`config.mk`:
```
export PLATFORM = sky130hd
export DESIGN_NAME = ldc_ladder_dac_control
export DESIGN_NICKNAME = d
export VERILOG_FILES = /design/src/ldc_tap_decoder.v /design/src/ldc_apb_slave.v /design/src/ldc_ladder_dac_control.v
export VERILOG_INCLUDE_DIRS = /design/src
export SDC_FILE = /design/constraint.sdc
export NUM_CORES = 1
export LEC_CHECK = 0
export ABC_AREA = 1
export ABC_CLOCK_PERIOD_IN_PS = 1500
export CORE_MARGIN = 5
export CORE_UTILIZATION = 45
export DETAILED_ROUTE_END_ITERATION = 10
export DONT_BUFFER_PORTS = 1
export GPL_ROUTABILITY_DRIVEN = 0
export HOLD_SLACK_MARGIN = 0.15
export PLACE_DENSITY_LB_ADDON = 0.1
export SYNTH_ARGS = -nofsm -noshare
export SYNTH_HDL_FRONTEND = slang
export SYNTH_HIERARCHICAL = 1
export SYNTH_SLANG_ARGS = --single-unit
export TNS_END_PERCENT = 1
```
`constraint.sdc`:
```
create_clock -name core_clk_i -period 1.5 [get_ports core_clk_i]
set_input_delay 0.075 -clock core_clk_i [delete_from_list [all_inputs] [get_ports core_clk_i]]
set_output_delay 0.075 -clock core_clk_i [all_outputs]
set_load 0.005 [all_outputs]
```
`src/ldc_map.vh`:
```
// Register map, field positions, reset values and encodings of the ladder DAC control block
`ifndef LDC_MAP_VH
`define LDC_MAP_VH
`define LDC_ADDR_CONTROL_A 12'h000
`define LDC_ADDR_CONTROL_B 12'h004
`define LDC_ADDR_STATUS 12'h008
`define LDC_ADDR_SLEEP 12'h00c
`define LDC_BIT_ENABLE 7
`define LDC_BIT_LP_PICK 6
`define LDC_BIT_PIN_DRIVE 5
`define LDC_PSS_HI 3
`define LDC_PSS_LO 2
`define LDC_BIT_NSS 0
`define LDC_MASK_CONTROL_A 8'hed
`define LDC_MASK_CONTROL_B 8'h1f
`define LDC_RESET_CONTROL_A 8'h00
`define LDC_RESET_CONTROL_B 8'h00
`define LDC_PSS_VDD 2'h0
`define LDC_PSS_VREF 2'h1
`define LDC_PSS_FVR 2'h2
`define LDC_PSS_RSVD 2'h3
`define LDC_CODE_ALL_ONES 5'h1f
`define LDC_CODE_ALL_ZEROS 5'h00
`define LDC_LEVELS 32
`define LDC_CODE_BITS 5
`endif

```
`src/ldc_tap_decoder.v`:
```
// One-hot decoder from the level code to the ladder tap select lines
`timescale 1ns/1ps
`default_nettype none
module ldc_tap_decoder #(
  parameter CODE_BITS = 5,
  parameter LEVELS = 32
) (
  input wire core_clk_i,
  input wire rst_n_i,
  input wire [CODE_BITS-1:0] code_i,
  input wire active_i,
  output reg [LEVELS-1:0] tap_sel_o
);
  wire [LEVELS-1:0] next_tap_sel;
  genvar g;
  generate
    for (g = 0; g < LEVELS; g = g + 1) begin : g_tap
      // Code widened to the width of the loop index so the compare drops no bits
      assign next_tap_sel[g] = active_i && ({{(32-CODE_BITS){1'b0}}, code_i} == g);
    end
  endgenerate
  always @(posedge core_clk_i or negedge rst_n_i) begin
    if (!rst_n_i) begin
      tap_sel_o <= {LEVELS{1'b0}};
    end else begin
      tap_sel_o <= next_tap_sel;
    end
  end
endmodule // ldc_tap_decoder
`default_nettype wire

```
`src/ldc_apb_slave.v`:
```
// APB slave front end: zero-wait-state handshake and write strobes
`timescale 1ns/1ps
`default_nettype none
`include "ldc_map.vh"
module ldc_apb_slave (
  input wire psel_i,
  input wire penable_i,
  input wire pwrite_i,
  input wire [11:0] paddr_i,
  output wire pready_o,
  output wire pslverr_o,
  output wire wr_a_o,
  output wire wr_b_o,
  output wire wr_sleep_o,
  output wire rd_o
);
  wire access;
  wire mapped;
  assign access = psel_i && penable_i;
  assign mapped = (paddr_i == `LDC_ADDR_CONTROL_A) || (paddr_i == `LDC_ADDR_CONTROL_B) ||
                  (paddr_i == `LDC_ADDR_STATUS) || (paddr_i == `LDC_ADDR_SLEEP);
  assign pready_o = psel_i && penable_i;
  assign pslverr_o = access && !mapped;
  assign wr_a_o = access && pwrite_i && (paddr_i == `LDC_ADDR_CONTROL_A);
  assign wr_b_o = access && pwrite_i && (paddr_i == `LDC_ADDR_CONTROL_B);
  assign wr_sleep_o = access && pwrite_i && (paddr_i == `LDC_ADDR_SLEEP);
  assign rd_o = access && !pwrite_i;
endmodule // ldc_apb_slave
`default_nettype wire

```
`src/ldc_ladder_dac_control.v`:
```
// Top of the ladder DAC control block: registers, source switches, pin override
`timescale 1ns/1ps
`default_nettype none
`include "ldc_map.vh"
module ldc_ladder_dac_control #(
  parameter LEVELS = `LDC_LEVELS,
  parameter CODE_BITS = `LDC_CODE_BITS
) (
  input wire core_clk_i,
  input wire rst_n_i,
  input wire psel_i,
  input wire penable_i,
  input wire pwrite_i,
  input wire [11:0] paddr_i,
  input wire [31:0] pwdata_i,
  input wire [3:0] pstrb_i,
  output reg [31:0] prdata_o,
  output wire pready_o,
  output wire pslverr_o,
  input wire pin_digital_in_i,
  input wire pin_digital_out_i,
  input wire pin_digital_oe_n_i,
  input wire sleep_wake_i,
  output reg ladder_active_o,
  output reg pos_source_connect_o,
  output reg neg_source_connect_o,
  output reg [1:0] pos_source_select_o,
  output reg neg_source_select_o,
  output wire [LEVELS-1:0] tap_sel_o,
  output reg clamp_pos_o,
  output reg clamp_neg_o,
  output reg route_comparator_o,
  output reg route_adc_o,
  output reg route_cap_sense_o,
  output reg ref_pin_analog_o,
  output reg pin_digital_out_o,
  output reg pin_digital_oe_n_o,
  output wire pin_digital_read_o
);
  reg [7:0] ladder_control_a;
  reg [7:0] ladder_control_b;
  reg sleeping;
  wire wr_a;
  wire wr_b;
  wire wr_sleep;
  wire rd;
  wire ladder_enable;
  wire low_power_source_pick;
  wire ref_pin_drive_enable;
  wire [1:0] pos_source_select;
  wire neg_source_select;
  wire [CODE_BITS-1:0] level_code;
  wire [7:0] status;
  reg [31:0] next_prdata;

  ldc_apb_slave u_apb (
    .psel_i(psel_i),
    .penable_i(penable_i),
    .pwrite_i(pwrite_i),
    .paddr_i(paddr_i),
    .pready_o(pready_o),
    .pslverr_o(pslverr_o),
    .wr_a_o(wr_a),
    .wr_b_o(wr_b),
    .wr_sleep_o(wr_sleep),
    .rd_o(rd)
  );

  assign ladder_enable = ladder_control_a[`LDC_BIT_ENABLE];
  assign low_power_source_pick = ladder_control_a[`LDC_BIT_LP_PICK];
  assign ref_pin_drive_enable = ladder_control_a[`LDC_BIT_PIN_DRIVE];
  assign pos_source_select = ladder_control_a[`LDC_PSS_HI:`LDC_PSS_LO];
  assign neg_source_select = ladder_control_a[`LDC_BIT_NSS];
  assign level_code = ladder_control_b[CODE_BITS-1:0];

  // Control registers; a wake from sleep does not touch them
  always @(posedge core_clk_i or negedge rst_n_i) begin
    if (!rst_n_i) begin
      ladder_control_a <= `LDC_RESET_CONTROL_A;
      ladder_control_b <= `LDC_RESET_CONTROL_B;
    end else begin
      if (wr_a && pstrb_i[0]) begin
        ladder_control_a <= pwdata_i[7:0] & `LDC_MASK_CONTROL_A;
      end
      if (wr_b && pstrb_i[0]) begin
        ladder_control_b <= pwdata_i[7:0] & `LDC_MASK_CONTROL_B;
      end
    end
  end

  // Sleep flag: software sets it, a wake event clears it; wake wins
  always @(posedge core_clk_i or negedge rst_n_i) begin
    if (!rst_n_i) begin
      sleeping <= 1'b0;
    end else if (sleep_wake_i) begin
      sleeping <= 1'b0;
    end else if (wr_sleep && pstrb_i[0]) begin
      sleeping <= pwdata_i[0];
    end
  end

  ldc_tap_decoder #(
    .CODE_BITS(CODE_BITS),
    .LEVELS(LEVELS)
  ) u_taps (
    .core_clk_i(core_clk_i),
    .rst_n_i(rst_n_i),
    .code_i(level_code),
    .active_i(ladder_enable),
    .tap_sel_o(tap_sel_o)
  );

  // Registered analog controls so switches hold steady between writes
  always @(posedge core_clk_i or negedge rst_n_i) begin
    if (!rst_n_i) begin
      ladder_active_o <= 1'b0;
      pos_source_connect_o <= 1'b0;
      neg_source_connect_o <= 1'b0;
      pos_source_select_o <= `LDC_PSS_VDD;
      neg_source_select_o <= 1'b0;
      clamp_pos_o <= 1'b0;
      clamp_neg_o <= 1'b0;
      route_comparator_o <= 1'b0;
      route_adc_o <= 1'b0;
      route_cap_sense_o <= 1'b0;
      ref_pin_analog_o <= 1'b0;
      pin_digital_out_o <= 1'b0;
      pin_digital_oe_n_o <= 1'b1;
    end else begin
      ladder_active_o <= ladder_enable;
      // Full ladder when enabled; otherwise one end cut for low power
      pos_source_connect_o <= ladder_enable || low_power_source_pick;
      neg_source_connect_o <= ladder_enable || !low_power_source_pick;
      // Reserved select code falls back to the supply rail
      pos_source_select_o <= (pos_source_select == `LDC_PSS_RSVD) ? `LDC_PSS_VDD : pos_source_select;
      neg_source_select_o <= neg_source_select;
      clamp_pos_o <= !ladder_enable && low_power_source_pick && (level_code == `LDC_CODE_ALL_ONES);
      clamp_neg_o <= !ladder_enable && !low_power_source_pick && (level_code == `LDC_CODE_ALL_ZEROS);
      route_comparator_o <= 1'b1;
      route_adc_o <= 1'b1;
      route_cap_sense_o <= 1'b1;
      ref_pin_analog_o <= ref_pin_drive_enable;
      pin_digital_out_o <= ref_pin_drive_enable ? 1'b0 : pin_digital_out_i;
      pin_digital_oe_n_o <= ref_pin_drive_enable ? 1'b1 : pin_digital_oe_n_i;
    end
  end

  assign pin_digital_read_o = ref_pin_drive_enable ? 1'b0 : pin_digital_in_i;

  assign status = {5'h00, sleeping, clamp_neg_o, clamp_pos_o};

  always @* begin
    next_prdata = 32'h00000000;
    case (paddr_i)
      `LDC_ADDR_CONTROL_A: next_prdata = {24'h000000, ladder_control_a};
      `LDC_ADDR_CONTROL_B: next_prdata = {24'h000000, ladder_control_b};
      `LDC_ADDR_STATUS: next_prdata = {24'h000000, status};
      `LDC_ADDR_SLEEP: next_prdata = {31'h00000000, sleeping};
      default: next_prdata = 32'h00000000;
    endcase
  end

  // Read data is captured in the setup cycle so it is stable during access
  always @(posedge core_clk_i or negedge rst_n_i) begin
    if (!rst_n_i) begin
      prdata_o <= 32'h00000000;
    end else if (psel_i && !penable_i && !pwrite_i) begin
      prdata_o <= next_prdata;
    end
  end

  wire unused_rd;
  assign unused_rd = rd;
endmodule // ldc_ladder_dac_control
`default_nettype wire

```
Word level (Yosys, flattened, before mapping)
Cells that the tools add are included.
{ "op_classes": {"n_reduce_logical": 60, "muxes": 7, "eq_ne": 35} }
{ "ops": {"columns": ["cell", "n"], "rows": [
  ["5-bit equality test (second input constant)", 16],
  ["1-bit logical AND", 47],
  ["5-bit by 4-bit equality test with 1-bit output (second input constant)", 8],
  ["8-bit one-hot mux with 4 select lines", 1],
  ["12-bit by 4-bit equality test with 1-bit output (second input constant)", 2],
  ["5-bit by 3-bit equality test with 1-bit output (second input constant)", 4],
  ["12-bit by 3-bit equality test with 1-bit output (second input constant)", 1],
  ["12-bit logical NOT", 1],
  ["5-bit by 2-bit equality test with 1-bit output (second input constant)", 2],
  ["5-bit by 1-bit equality test with 1-bit output (second input constant)", 1],
  ["1-bit logical NOT", 5],
  ["5-bit logical NOT", 1],
  ["1-bit logical OR", 5],
  ["1-bit two-way mux", 5],
  ["2-bit equality test (second input constant)", 1],
  ["2-bit two-way mux", 1],
  ["2-bit nonzero test", 1]
]} }
{ "word_totals": {"input_bits": 57, "output_inout_bits": 81, "wordCells": 118, "regBits": 88} }

Depth between registers and ports, before layout
{ "depth": {"word_depth": 6, "mapped_depth": 9, "mapped_depth_nobuf": 8} }

Modules after synthesis
The synthesis kept the hierarchy.
{ "modules_own_cells": {"columns": ["module", "cells_per_inst", "seq_area_each_um2", "area_each_um2", "n_inst"], "rows": [
  ["ldc_ladder_dac_control", 168, 802.0, 1531.5, 1],
  ["ldc_tap_decoder", 99, 800.8, 1067.3, 1],
  ["ldc_apb_slave", 26, 0.0, 113.9, 1]
]} }

Worst setup path before layout
OpenSTA, ideal clock, no wires.
{ "synth_timing": {"kind": "input -> register", "startpoint": "input port paddr_i[7]", "endpoint": "register ladder_control_a[7]", "required_time_ps": 1368, "n_path_buf": 1, "arrival_time_ps": 865, "path_slack_ps": 504, "path_stages": 9, "setup_time_ps": 132, "path_cell_list": "nor2_1 nand2_1 nor2_2 nand2_2 nor2_1 nand2_1 clkbuf_1 nor2_1 a21oi_1"} }
{ "synth_via": {"elab_chain_len": 3} }
{ "synth_rtl": {"columns": ["element", "line", "rtl"], "rows": [
  ["start: declaration", "ldc_ladder_dac_control.v:14", "input wire [11:0] paddr_i,"],
  ["12-bit logical NOT (no line)", null, null],
  ["1-bit logical AND", "ldc_apb_slave.v:24", "assign wr_a_o = access && pwrite_i && (paddr_i == `LDC_ADDR_CONTROL_A);"],
  ["net wr_a", "ldc_ladder_dac_control.v:43", "wire wr_a;"],
  ["1-bit logical AND", "ldc_ladder_dac_control.v:82", "if (wr_a && pstrb_i[0]) begin"],
  ["end signal: assignment", "ldc_ladder_dac_control.v:79", "ladder_control_a <= `LDC_RESET_CONTROL_A;"],
  ["end signal: assignment", "ldc_ladder_dac_control.v:83", "ladder_control_a <= pwdata_i[7:0] & `LDC_MASK_CONTROL_A;"],
  ["end: declaration", "ldc_ladder_dac_control.v:40", "reg [7:0] ladder_control_a;"]
]} }
The timed path passes the listed nets, and every way through them passes these cells.
A chain may end at the register's enable or synchronous reset.

Final worst setup path
{ "layout_timing": {"startpoint": "input port paddr_i[3]", "endpoint": "register prdata_o[2]"} }
{ "layout_via": {"elab_chain_len": 2, "word_cells_on_any_way": 5, "classes_between": "eq/ne: 3; mux: 1; reduce/logical: 1"} }
{ "layout_rtl": {"columns": ["element", "line", "rtl"], "rows": [
  ["12-bit by 4-bit equality test with 1-bit output, or another cell as far along", "ldc_ladder_dac_control.v:154", "case (paddr_i)"],
  ["8-bit one-hot mux with 4 select lines *", "ldc_ladder_dac_control.v:154", null],
  ["end signal: assignment", "ldc_ladder_dac_control.v:168", "prdata_o <= next_prdata;"],
  ["end: declaration", "ldc_ladder_dac_control.v:17", "output reg [31:0] prdata_o,"]
]} }
Every way passes the cells marked *; elsewhere a longest branch is shown, timed or not.

==> results.sh <==
export IMPL_drv_slew=0
export IMPL_start_util=0.460
export IMPL_gr_total_overflow=0
export IMPL_avgSynthCellArea_um2=9.28
export IMPL_syn_inst=292
export IMPL_finalHoldViolCount=64
export IMPL_die_x_um=87.6
export IMPL_fp_dieH_um=87.6
export IMPL_numCtsBuffers=9
export IMPL_antenna_found_initial=0
export IMPL_p_leak_nw=1.61
export IMPL_max_clock_path_buffers=2
export IMPL_hpwl_mm=3.95
export IMPL_fmax_mhz=720
export IMPL_reg2regPathDepth=3
export IMPL_wirelength_mm=5.96
export IMPL_grt_pass1_vias=1858
export IMPL_fin_nets=388
export IMPL_violations="hold timing"
export IMPL_vias=1914
export IMPL_ant_nets=0
export IMPL_required_ps=1780
export IMPL_fin_skew_ps=9.33
export IMPL_track_usage=0.160
export IMPL_netlist_area_um2=2710
export IMPL_cts_tree="done"
export IMPL_drive_above_1_share=0.113
export IMPL_ios=138
export IMPL_irDropWorstVdd_mv=0.515
export IMPL_critPathKind="in2reg"
export IMPL_grt_pass1_wl_mm=9.14
export IMPL_port_buffers=0
export IMPL_r2r_end="sleeping$_DFFE_PN0P_"
export IMPL_setup_ws_ps=111
export IMPL_core_area_um2=5890
export IMPL_post_drt_wl_per_cell_um=14.5
export IMPL_synth_warnings=6
export IMPL_timing_hold_ws_ps=-584
export IMPL_cts_root_buf="clkbuf_8"
export IMPL_post_place_ws_ps=333
export IMPL_powerDensity_nw_per_um2=1030
export IMPL_cap_violations=0
export IMPL_drtPass1Iterations=4
export IMPL_dieArea_um2=7670
export IMPL_drc_errors=0
export IMPL_row_count=28
export IMPL_clock_latency_ps=350
export IMPL_cp_start_kind="input port"
export IMPL_grt_max_degree=65
export IMPL_r2r_slack_ps=240
export IMPL_area_growth_pct=18.5
export IMPL_htreeDepth=3
export IMPL_cts_sinks=64
export IMPL_worstHoldPathType="in2async"
export IMPL_diodes=0
export IMPL_fin_crit_ps=1390
export IMPL_drt_initial_drc_count=83
export IMPL_final_period_utilization=0.926
export IMPL_status="finished with violations"
export IMPL_avgViaCountPerCell=4.66
export IMPL_cp_end_kind="flop"
export IMPL_path_clk_slew_ps=70
export IMPL_setup_violations=0
export IMPL_r2r_start="sleeping$_DFFE_PN0P_"
export IMPL_critPathArrivalTime_ps=1670
export IMPL_setup_tns_final_ps=0
export IMPL_cp_max_fo=5
export IMPL_rsz0062_at_grt="false"
==> timing repair <==
action / in CTS / in global routing
buffers inserted: 0 / 1
setup endpoints to repair: 0 / 1
hold endpoints to repair: 86 / 69
gates resized for setup: 0 / 1
hold buffers: 24 / 9
==> placed cells by master (no fill, tap or decap) <==
cell type / instances
nor3b_4: 1
clkbuf_8: 9
a21oi_1: 7
nand3_1: 12
nand3b_4: 1
o21ai_0: 8
nand2_2: 2
bufinv_16: 1
nand4_1: 1
dlygate4sd3_1: 32
nor4_1: 1
nor2_1: 60
buf_4: 3
inv_2: 2
o31ai_1: 4
inv_1: 25
conb_1: 25
nand3b_1: 1
nand2_1: 57
clkinv_4: 2
nor2_4: 3
nor3_1: 1
clkinvlp_4: 2
clkinv_2: 2
nor2_2: 8
a311oi_1: 1
dfstp_2: 1
or2_2: 1
dfrtp_1: 63
==> critical path, stage by stage <==
cell and delay [ps]:
dlygate4sd3_1 550, nand2_1 50, dlygate4sd3_1 550, nor2_1 140
nand3_1 90, nand3_1 100, nand2_1 50, nand2_1 60
==> flip-flops by register name (all words and copies together), names as in the netlist <==
name	flops
ladder_control_b	5
route_cap_sense_o	1
pos_source_connect_o	1
pin_digital_oe_n_o	1
sleeping	1
ref_pin_analog_o	1
clamp_pos_o	1
ladder_control_a	6
ladder_active_o	1
prdata_o	8
neg_source_select_o	1
pin_digital_out_o	1
u_taps/tap_sel_o	32
neg_source_connect_o	1
clamp_neg_o	1
pos_source_select_o	2
==> where the power goes <==
group	total, mW	switching, mW	internal, mW	leakage, nW
clock network	1.46	0.693	0.765	0.0952
registers	1.73	0.00223	1.73	0.837
logic	0.128	0.0614	0.0668	0.682
total	3.32	0.756	2.56	1.61
==> cell type report <==
type,instances,area (um^2)
multi-input combinational,194,873
clock inverter,7,72.6
clock buffer,9,124
sequential,64,1600
tap,75,93.8
timing repair buffer,35,343
inverter,27,101
fill,517,2680
==> metal layers <==
layer  global-route usage  part of all wire
met1                0.196              0.41
met3               0.0668             0.083
met5                    0                 0
met4               0.0767             0.024
met2                0.245              0.48
==> worst max path at each step <==
stage | start | endpoint | slack, ps | cells after the start
after CTS | paddr_i[2] | prdata_o[5]$_DFFE_PN0P_ | 30 | 5
final | paddr_i[3] | prdata_o[2]$_DFFE_PN0P_ | 110 | 8
after floorplan | paddr_i[7] | ladder_control_a[7]$_DFFE_PN0P_ | 500 | 9
after global placement | paddr_i[9] | ladder_control_a[5]$_DFFE_PN0P_ | 330 | 8
after global routing | paddr_i[3] | prdata_o[2]$_DFFE_PN0P_ | 2 | 8
after detailed placement | paddr_i[9] | ladder_control_a[6]$_DFFE_PN0P_ | 330 | 8
==> metrics by stage <==
stage / util / std cells / power, mW / area (um^2)
2_1_floorplan: - / 315 / 1.87 / 2800
3_3_place_gp: 0.456 / 362 / 1.82 / 2680
3_5_place_dp: 0.456 / 362 / 1.82 / 2680
4_1_cts: 0.530 / 402 / 3.32 / 3120
5_1_grt: 0.545 / 411 / 3.45 / 3210
6_report: 0.545 / 411 / 3.32 / 3210
(Power assumes the default switching activity.)
